===== src/verilog/eppc_defines.vh =====
`ifndef EPPC_DEFINES_VH
`define EPPC_DEFINES_VH

// ----------------------------------------
// bus map (byte addresses)
// ----------------------------------------
`define EPPC_ADDR_CTRL 12'h000
`define EPPC_ADDR_SAMPLE_I 12'h004
`define EPPC_ADDR_SAMPLE_V 12'h008
`define EPPC_ADDR_STATUS 12'h00c
`define EPPC_ADDR_POWER 12'h010
`define EPPC_ADDR_SUPPLY 12'h014
`define EPPC_ADDR_PULSES 12'h018

// ----------------------------------------
// control fields
// ----------------------------------------
`define EPPC_CTRL_GAIN_LSB 0
`define EPPC_CTRL_GAIN_MSB 1
`define EPPC_CTRL_HPF 2
`define EPPC_CTRL_RATE_LSB 3
`define EPPC_CTRL_RATE_MSB 4
`define EPPC_CTRL_RESET 5'h00

// ----------------------------------------
// supply monitor, codes in millivolts
// ----------------------------------------
`define EPPC_SUPPLY_TRIP_MV 16'd4000
`define EPPC_SUPPLY_HYST_MV 16'd100
`define EPPC_SUPPLY_FILT 8'd64

// ----------------------------------------
// filters and pulse shaping
// ----------------------------------------
`define EPPC_HPF_SHIFT 10
`define EPPC_LPF_SHIFT 8
`define EPPC_SLOW_DIV_BASE 6'd21
`define EPPC_CF_RATIO_LOG2 6'd11
`define EPPC_PULSE_LEN 16'd1000

`endif

===== src/verilog/eppc_accum.v =====
`include "eppc_defines.vh"

// ----------------------------------------
// accumulator: pulse per threshold crossing
// ----------------------------------------
module eppc_accum
(
	input wire clk,
	input wire rst_n,
	input wire clr,
	input wire step,
	input wire [31:0] inc,
	input wire [5:0] thr_log2,
	output reg pulse_n_q
)
;
	reg [47:0] acc_q;
	reg [15:0] wid_q;
	wire [47:0] thr;
	wire [47:0] sum;

	assign thr = 48'h1 << thr_log2;
	assign sum = acc_q + {16'h0000, inc};

	always @(posedge clk or negedge rst_n)
	begin
		if (!rst_n)
		begin
			acc_q <= 48'h0;
			wid_q <= 16'h0;
			pulse_n_q <= 1'b1;
		end
		else if (clr)
		begin
			acc_q <= 48'h0;
			wid_q <= 16'h0;
			pulse_n_q <= 1'b1;
		end
		else
		begin
			if (wid_q != 16'h0)
				wid_q <= wid_q - 16'h1;
			else
				pulse_n_q <= 1'b1;
			if (step)
			begin
				// keeping the remainder keeps long-run rate exact
				if (sum >= thr)
				begin
					acc_q <= sum - thr;
					wid_q <= `EPPC_PULSE_LEN;
					pulse_n_q <= 1'b0;
				end
				else
					acc_q <= sum;
			end
		end
	end
endmodule // eppc_accum


===== src/verilog/eppc_core.v =====
// Our own choices: the placing of the registers and the AHB-Lite interface to the registers.
`include "eppc_defines.vh"

module eppc_core
(
	input wire hclk,
	input wire hresetn,
	input wire hsel,
	input wire [31:0] haddr,
	input wire [1:0] htrans,
	input wire hwrite,
	input wire [2:0] hsize,
	input wire [31:0] hwdata,
	input wire hready,
	output reg [31:0] hrdata,
	output wire hreadyout,
	output wire hresp,
	input wire sample_valid,
	input wire [15:0] analog_supply,
	output wire calib_pulse_out,
	output wire slow_pulse_a,
	output wire slow_pulse_b
)
;
	// ----------------------------------------
	// bus slave
	// ----------------------------------------
	reg [4:0] ctrl_q;
	reg [15:0] smp_i_q;
	reg [15:0] smp_v_q;
	reg wr_q;
	reg [11:0] adr_q;
	reg [31:0] pulses_q;
	wire gain_sel_lsb;
	wire gain_sel_msb;
	wire highpass_enable;
	wire rate_sel_lsb;
	wire rate_sel_msb;
	wire [4:0] ctrl_rd;
	wire [15:0] smp_i_rd;
	wire [15:0] smp_v_rd;

	assign hreadyout = 1'b1;
	assign hresp = 1'b0;
	assign gain_sel_lsb = ctrl_q[`EPPC_CTRL_GAIN_LSB];
	assign gain_sel_msb = ctrl_q[`EPPC_CTRL_GAIN_MSB];
	assign highpass_enable = ctrl_q[`EPPC_CTRL_HPF];
	assign rate_sel_lsb = ctrl_q[`EPPC_CTRL_RATE_LSB];
	assign rate_sel_msb = ctrl_q[`EPPC_CTRL_RATE_MSB];
	// a read right behind a write to the same word must see the new value
	assign ctrl_rd = (wr_q && adr_q == `EPPC_ADDR_CTRL) ?
		hwdata[4:0] : ctrl_q;
	assign smp_i_rd = (wr_q && adr_q == `EPPC_ADDR_SAMPLE_I) ?
		hwdata[15:0] : smp_i_q;
	assign smp_v_rd = (wr_q && adr_q == `EPPC_ADDR_SAMPLE_V) ?
		hwdata[15:0] : smp_v_q;

	always @(posedge hclk or negedge hresetn)
	begin
		if (!hresetn)
		begin
			wr_q <= 1'b0;
			adr_q <= 12'h000;
		end
		else if (hready)
		begin
			wr_q <= hsel && htrans[1] && hwrite;
			adr_q <= haddr[11:0];
		end
	end

	always @(posedge hclk or negedge hresetn)
	begin
		if (!hresetn)
		begin
			ctrl_q <= `EPPC_CTRL_RESET;
			smp_i_q <= 16'h0000;
			smp_v_q <= 16'h0000;
		end
		else if (wr_q)
		begin
			if (adr_q == `EPPC_ADDR_CTRL)
				ctrl_q <= hwdata[4:0];
			else if (adr_q == `EPPC_ADDR_SAMPLE_I)
				smp_i_q <= hwdata[15:0];
			else if (adr_q == `EPPC_ADDR_SAMPLE_V)
				smp_v_q <= hwdata[15:0];
		end
	end

	// ----------------------------------------
	// supply monitor
	// ----------------------------------------
	reg run_q;
	reg [7:0] filt_q;
	wire above;
	wire below;

	// hysteresis band: must cross trip+hyst to run, trip-hyst to stop
	assign above = analog_supply >= (`EPPC_SUPPLY_TRIP_MV + `EPPC_SUPPLY_HYST_MV);
	assign below = analog_supply < (`EPPC_SUPPLY_TRIP_MV - `EPPC_SUPPLY_HYST_MV);

	always @(posedge hclk or negedge hresetn)
	begin
		if (!hresetn)
		begin
			run_q <= 1'b0;
			filt_q <= 8'h00;
		end
		else if ((run_q && below) || (!run_q && above))
		begin
			// a change must persist before it is believed
			if (filt_q == `EPPC_SUPPLY_FILT)
			begin
				run_q <= !run_q;
				filt_q <= 8'h00;
			end
			else
				filt_q <= filt_q + 8'h01;
		end
		else
			filt_q <= 8'h00;
	end

	// ----------------------------------------
	// current path: gain, high-pass, phase match
	// ----------------------------------------
	function [31:0] gain_of;
		input [1:0] sel;
		input [15:0] x;
		reg [31:0] sx;
		begin
			sx = {{16{x[15]}}, x};
			case (sel)
				2'b00: gain_of = sx;
				2'b01: gain_of = sx << 1;
				2'b10: gain_of = sx << 3;
				default: gain_of = sx << 4;
			endcase
		end
	endfunction

	reg [31:0] hp_avg_q;
	reg [31:0] cur_d1_q;
	reg [31:0] cur_q;
	wire [31:0] cur_g;
	wire [31:0] hp_out;
	wire [31:0] comp;

	assign cur_g = gain_of({gain_sel_msb, gain_sel_lsb}, smp_i_q);
	assign hp_out = cur_g - hp_avg_q;
	// phase lead of the high-pass is offset by a half-sample lag
	assign comp = $signed(hp_out) + $signed(cur_d1_q) >>> 1;

	always @(posedge hclk or negedge hresetn)
	begin
		if (!hresetn)
		begin
			hp_avg_q <= 32'h0;
			cur_d1_q <= 32'h0;
			cur_q <= 32'h0;
		end
		else if (!run_q)
		begin
			hp_avg_q <= 32'h0;
			cur_d1_q <= 32'h0;
			cur_q <= 32'h0;
		end
		else if (sample_valid)
		begin
			// all operands signed, so the shift keeps the sign
			hp_avg_q <= $signed(hp_avg_q) +
				($signed(hp_out) >>> `EPPC_HPF_SHIFT);
			cur_d1_q <= hp_out;
			if (highpass_enable)
				cur_q <= comp;
			else
				cur_q <= cur_g;
		end
	end

	// ----------------------------------------
	// multiply and low-pass
	// ----------------------------------------
	reg [47:0] lpf_q;
	wire [47:0] prod;
	wire [31:0] pwr;

	assign prod = $signed({{16{cur_q[31]}}, cur_q}) *
		$signed({{32{smp_v_q[15]}}, smp_v_q});
	// single pole; shift sets the corner for the sample rate in use
	assign pwr = lpf_q[47] ? 32'h0 : lpf_q[47:16];

	always @(posedge hclk or negedge hresetn)
	begin
		if (!hresetn)
			lpf_q <= 48'h0;
		else if (!run_q)
			lpf_q <= 48'h0;
		else if (sample_valid)
			lpf_q <= $signed(lpf_q) +
				(($signed(prod) - $signed(lpf_q)) >>> `EPPC_LPF_SHIFT);
	end

	// ----------------------------------------
	// rate select and accumulators
	// ----------------------------------------
	wire [5:0] slow_log2;
	wire [5:0] cf_log2;
	wire slow_n;
	reg phase_q;

	// binary divide by 2^21..2^18 of the accumulated power
	assign slow_log2 = `EPPC_SLOW_DIV_BASE -
		{4'h0, rate_sel_msb, rate_sel_lsb};
	assign cf_log2 = slow_log2 - `EPPC_CF_RATIO_LOG2;

	eppc_accum u_slow
	(
		.clk(hclk),
		.rst_n(hresetn),
		.clr(!run_q),
		.step(sample_valid),
		.inc(pwr),
		.thr_log2(slow_log2),
		.pulse_n_q(slow_n)
	);

	eppc_accum u_cf
	(
		.clk(hclk),
		.rst_n(hresetn),
		.clr(!run_q),
		.step(sample_valid),
		.inc(pwr),
		.thr_log2(cf_log2),
		.pulse_n_q(calib_pulse_out)
	);

	reg slow_d1_q;

	// alternate the slow quantum between the two outputs (stepper drive)
	always @(posedge hclk or negedge hresetn)
	begin
		if (!hresetn)
		begin
			phase_q <= 1'b0;
			slow_d1_q <= 1'b1;
			pulses_q <= 32'h0;
		end
		else if (!run_q)
		begin
			phase_q <= 1'b0;
			slow_d1_q <= 1'b1;
		end
		else
		begin
			slow_d1_q <= slow_n;
			if (slow_d1_q && !slow_n)
				pulses_q <= pulses_q + 32'h1;
			// switch outputs only after a pulse ends, never cut one short
			if (!slow_d1_q && slow_n)
				phase_q <= !phase_q;
		end
	end

	assign slow_pulse_a = slow_n | phase_q;
	assign slow_pulse_b = slow_n | !phase_q;

	// ----------------------------------------
	// read data
	// ----------------------------------------
	always @(posedge hclk or negedge hresetn)
	begin
		if (!hresetn)
			hrdata <= 32'h0;
		else if (hready && hsel && htrans[1] && !hwrite)
		begin
			if (haddr[11:0] == `EPPC_ADDR_CTRL)
				hrdata <= {27'h0, ctrl_rd};
			else if (haddr[11:0] == `EPPC_ADDR_SAMPLE_I)
				hrdata <= {16'h0, smp_i_rd};
			else if (haddr[11:0] == `EPPC_ADDR_SAMPLE_V)
				hrdata <= {16'h0, smp_v_rd};
			else if (haddr[11:0] == `EPPC_ADDR_STATUS)
				hrdata <= {29'h0, phase_q, ctrl_rd[`EPPC_CTRL_HPF], run_q};
			else if (haddr[11:0] == `EPPC_ADDR_POWER)
				hrdata <= pwr;
			else if (haddr[11:0] == `EPPC_ADDR_SUPPLY)
				hrdata <= {16'h0, analog_supply};
			else if (haddr[11:0] == `EPPC_ADDR_PULSES)
				hrdata <= pulses_q;
			else
				hrdata <= 32'h0;
		end
	end
endmodule // eppc_core


===== config.mk =====
export PLATFORM = sky130hd
export DESIGN_NAME = eppc_core
export DESIGN_NICKNAME = d
export VERILOG_FILES = /design/src/verilog/eppc_accum.v /design/src/verilog/eppc_core.v
export VERILOG_INCLUDE_DIRS = /design/src /design/src/verilog
export SDC_FILE = /design/constraint.sdc
export NUM_CORES = 2
export LEC_CHECK = 0
export BUFFER_PORTS_ARGS = -buffer_cell sky130_fd_sc_hd__buf_2
export CORE_MARGIN = 2
export CORE_UTILIZATION = 60
export DETAILED_ROUTE_END_ITERATION = 12
export PLACE_DENSITY = 0.77
export SYNTH_ARGS = -nofsm -noshare
export SYNTH_HDL_FRONTEND = slang
export SYNTH_SLANG_ARGS = --single-unit

===== constraint.sdc =====
create_clock -name hclk -period 19.5 [get_ports hclk]
set_clock_uncertainty 0.1 [all_clocks]
set_input_delay 3.9 -clock hclk [delete_from_list [all_inputs] [get_ports hclk]]
set_output_delay 3.9 -clock hclk [all_outputs]
set_load 0.05 [all_outputs]

==> flow_summary_export.csv <==
group,metric,value,unit
clocking,htree_levels,2,
floorplan,top_level_ports,128,
logic_synthesis,synth_warnings,0,
global_routing,grt_pass1_wl,219,mm
logic_synthesis,postSynth.asyncResetShare,1.00,
timing,fin_crit_sh,0.531,
clocking,cts_sinks,398,
logic_synthesis,synth_top_flop_cell,"dfrtp_1",
logic_synthesis,syn_area,49100,µm²
logic_synthesis,yosys.area_share.simple,0.179,
timing,maxSlewViolCount,0,
timing,setup_tns,0,ns
timing,fmax,96.5,MHz
logic_synthesis,ys_ff_latch,398,
place,port_buffers,85,
global_routing,grt_max_degree,148,
logic_synthesis,syn-instance-count,5648,
drt,drt_iter0_drc,3626,
clocking,cts_buffer_depth,3,
logic_synthesis,synth-adder-area-share,0.303,
floorplan,die_w,290,µm
worst_setup_path,crit_buf_inv,3,
timing,worst_pin_slew,1.15,ns
worst_setup_path,crit_path_start_kind,"register",
clocking,cts_made_buffers,45,
drt,wl_met3,10.0,mm
floorplan,start_util,0.608,
logic_synthesis,synth_xor_area_frac,0.0619,
worst_setup_path,max_stage_delay,0.92,ns
logic_synthesis,synth_seq_area_share,0.203,
worst_setup_path,arrival,10.72,ns
clocking,clkTransAtPathRegs,0.06,ns
drt,drc,0,
logic_synthesis,synth_mux_area_frac,0.0359,
place,hpwlAfterDp,104,mm
logic_synthesis,synth_top_family_by_area,"adder cells",
drt,wl_per_cell,20.1,µm
clocking,worstSkewPairLatency,0.61,ns
logic_synthesis,syn_avg_cell_area,8.70,µm²
final_layout,post-route-util,0.643,
timing,maxSlewHeadroom,0.233,
final_layout,final_nets,6575,
worst_setup_path,end_kind,"register",
final_layout,area_delta_synth_final,5.80,%
drt,wirelength,135,mm
worst_hold_path,hold_path_class,"reg2reg",
floorplan,num_rows,104,
drt,routed.top_layer,"met4",
clocking,ctsHoldBuffers,0,
drt,final_antenna_net_count,0,
clocking,cts_root_buffer,"clkbuf_16",
worst_setup_path,path_class,"reg2reg",
drt,avgViaCountPerCell,6.04,
logic_synthesis,synth_compound_area_frac,0.144,
worst_setup_path,cp_slowest_cell,"dfrtp_2",
worst_setup_path,worst_path_dominant_cell_family,"compound AO/OA/AOI/OAI gates",
timing,hold_viol_final,0,
timing,fin_crit,10.36,ns
drt,met1Wirelength,57.1,mm
place,place_congestion,0.982,
run,maxCapViolCount,0,
floorplan,fp.dieArea,84200,µm²
worst_setup_path,path_max_fanout,32,
global_routing,grt_pass1_vias,40200,
drt,dr_wl_met2,62.3,mm
logic_synthesis,synth_edf_count,0,
clocking,cts_setup_buffers,0,
clocking,cts_tree,"yes",
worst_setup_path,crit_top_cell,"fa_1",
floorplan,die_h,290,µm
final_layout,drive_above_1_share,0.0569,
global_routing,antenna_found_initial,1,
timing,rsz0062_at_grt,"no",
timing,setup_viol,0,
floorplan,core_area,80800,µm²
drt,vias,40500,
run_status,status,"complete, no violations",
clocking,cts_resized,0,
logic_synthesis,yosysUniqueCellTypes,100,
worst_setup_path,crit_required,19.86,ns
final_layout,layout_commonest_cell,"inv_1",
drt,drt_first_pass_iters,7,
final_layout,layout_common_cells,"inv_1 (700), nand2_1 (568), fa_1 (527), nor2_1 (458), dfrtp_1 (393)",
global_routing,globalRouteOverflowTotal,0,
global_routing,track_usage,0.324,
[layer usage]
layer / GRT usage / vias up
li1: - / 18700
met1: 0.450 / 19900
met2: 0.520 / 1610
met3: 0.0409 / 277
met4: 0.128 / 0
met5: 0 / -
[worst paths after layout]
path / from / end / slack, ns / cells past startpoint
max: smp_v_q[2]$_DFFE_PN0P_ / lpf_q[42]$_DFFE_PN0P_ / 9.14 / 34
min: hrdata[31]$_DFFE_PN0P_ / hrdata[31]$_DFFE_PN0P_ / 0.38 / 2
max reg2reg: smp_v_q[2]$_DFFE_PN0P_ / lpf_q[42]$_DFFE_PN0P_ / 9.14 / 34
min reg2reg: hrdata[31]$_DFFE_PN0P_ / hrdata[31]$_DFFE_PN0P_ / 0.38 / 2
max in group asynchronous: hresetn / run_q$_DFFE_PN0P_ / 13.90 / 3
min in group asynchronous: hresetn / u_slow.acc_q[44]$_DFFE_PN0P_ / 3.20 / 1
[state kept, by name (all words and copies together) (netlist names), 5 cells and up]
signal / cells
u_cf.acc_q: 48
hrdata: 32
cur_d1_q: 32
lpf_q: 48
u_slow.wid_q: 16
smp_v_q: 16
u_cf.wid_q: 16
ctrl_q: 5
filt_q: 8
hp_avg_q: 32
cur_q: 31
u_slow.acc_q: 48
smp_i_q: 16
pulses_q: 32
adr_q: 12
[through the flow]
step	worst slack (ns)	hold slack (ns)	std cells	instance area, µm²
finish	9.14	0.380	6707	52000
global route	8.66	0.406	6706	52000
CTS	9.22	0.383	6705	52000
detailed placement	9.29	0.362	6624	50500
global placement	9.50	0.360	6624	50500
floorplan	10.53	0.345	5661	49200
[final cells by class]
class / instances / area, µm²
Antenna cell: 2 / 5.00
Fill cell: 6764 / 28800
Tap cell: 1060 / 1330
Multi-Input combinational cell: 4320 / 35700
Clock inverter: 15 / 203
Sequential cell: 398 / 9970
Inverter: 704 / 2650
Timing Repair Buffer: 142 / 898
Clock buffer: 66 / 1260
[cell usage after synthesis (31+ instances only)]
master	count	area, µm²
mux2i_1	121	1210
clkbuf_1	207	777
a31oi_1	40	250
nand2_1	568	2130
a22oi_1	31	233
or3_1	31	194
dfrtp_1	395	9880
o21bai_1	34	255
fa_1	527	10600
and2_1	225	1410
nor4_1	32	200
mux2_2	45	507
nor2b_1	65	407
xnor2_1	236	2070
ha_1	346	4330
a21o_1	126	946
a211oi_1	59	443
xor2_1	111	972
nand3_1	107	536
inv_1	701	2630
nand2b_1	70	438
nand4_1	54	338
a21oi_1	305	1530
nor3_1	90	450
o21ai_0	230	1150
and3_1	44	275
nor2_1	460	1730
o21a_1	49	368
[worst min-delay path, cell delays in order, from the launching register on]
cell and delay [ns]:
dfrtp_1 0.33, nand2_1 0.04, o21ai_0 0.07
[kinds of logic after synthesis]
group           count (synthesis)
compound gates               1088
xor+xnor                      347
fa+ha+maj                     873
buf+inv                       943
flops                         398
mux                           168
other cells                     2
simple gates                 1829
Power is not shown: default switching activity piles up to over one toggle a cycle in this logic, so the estimate is an artifact.
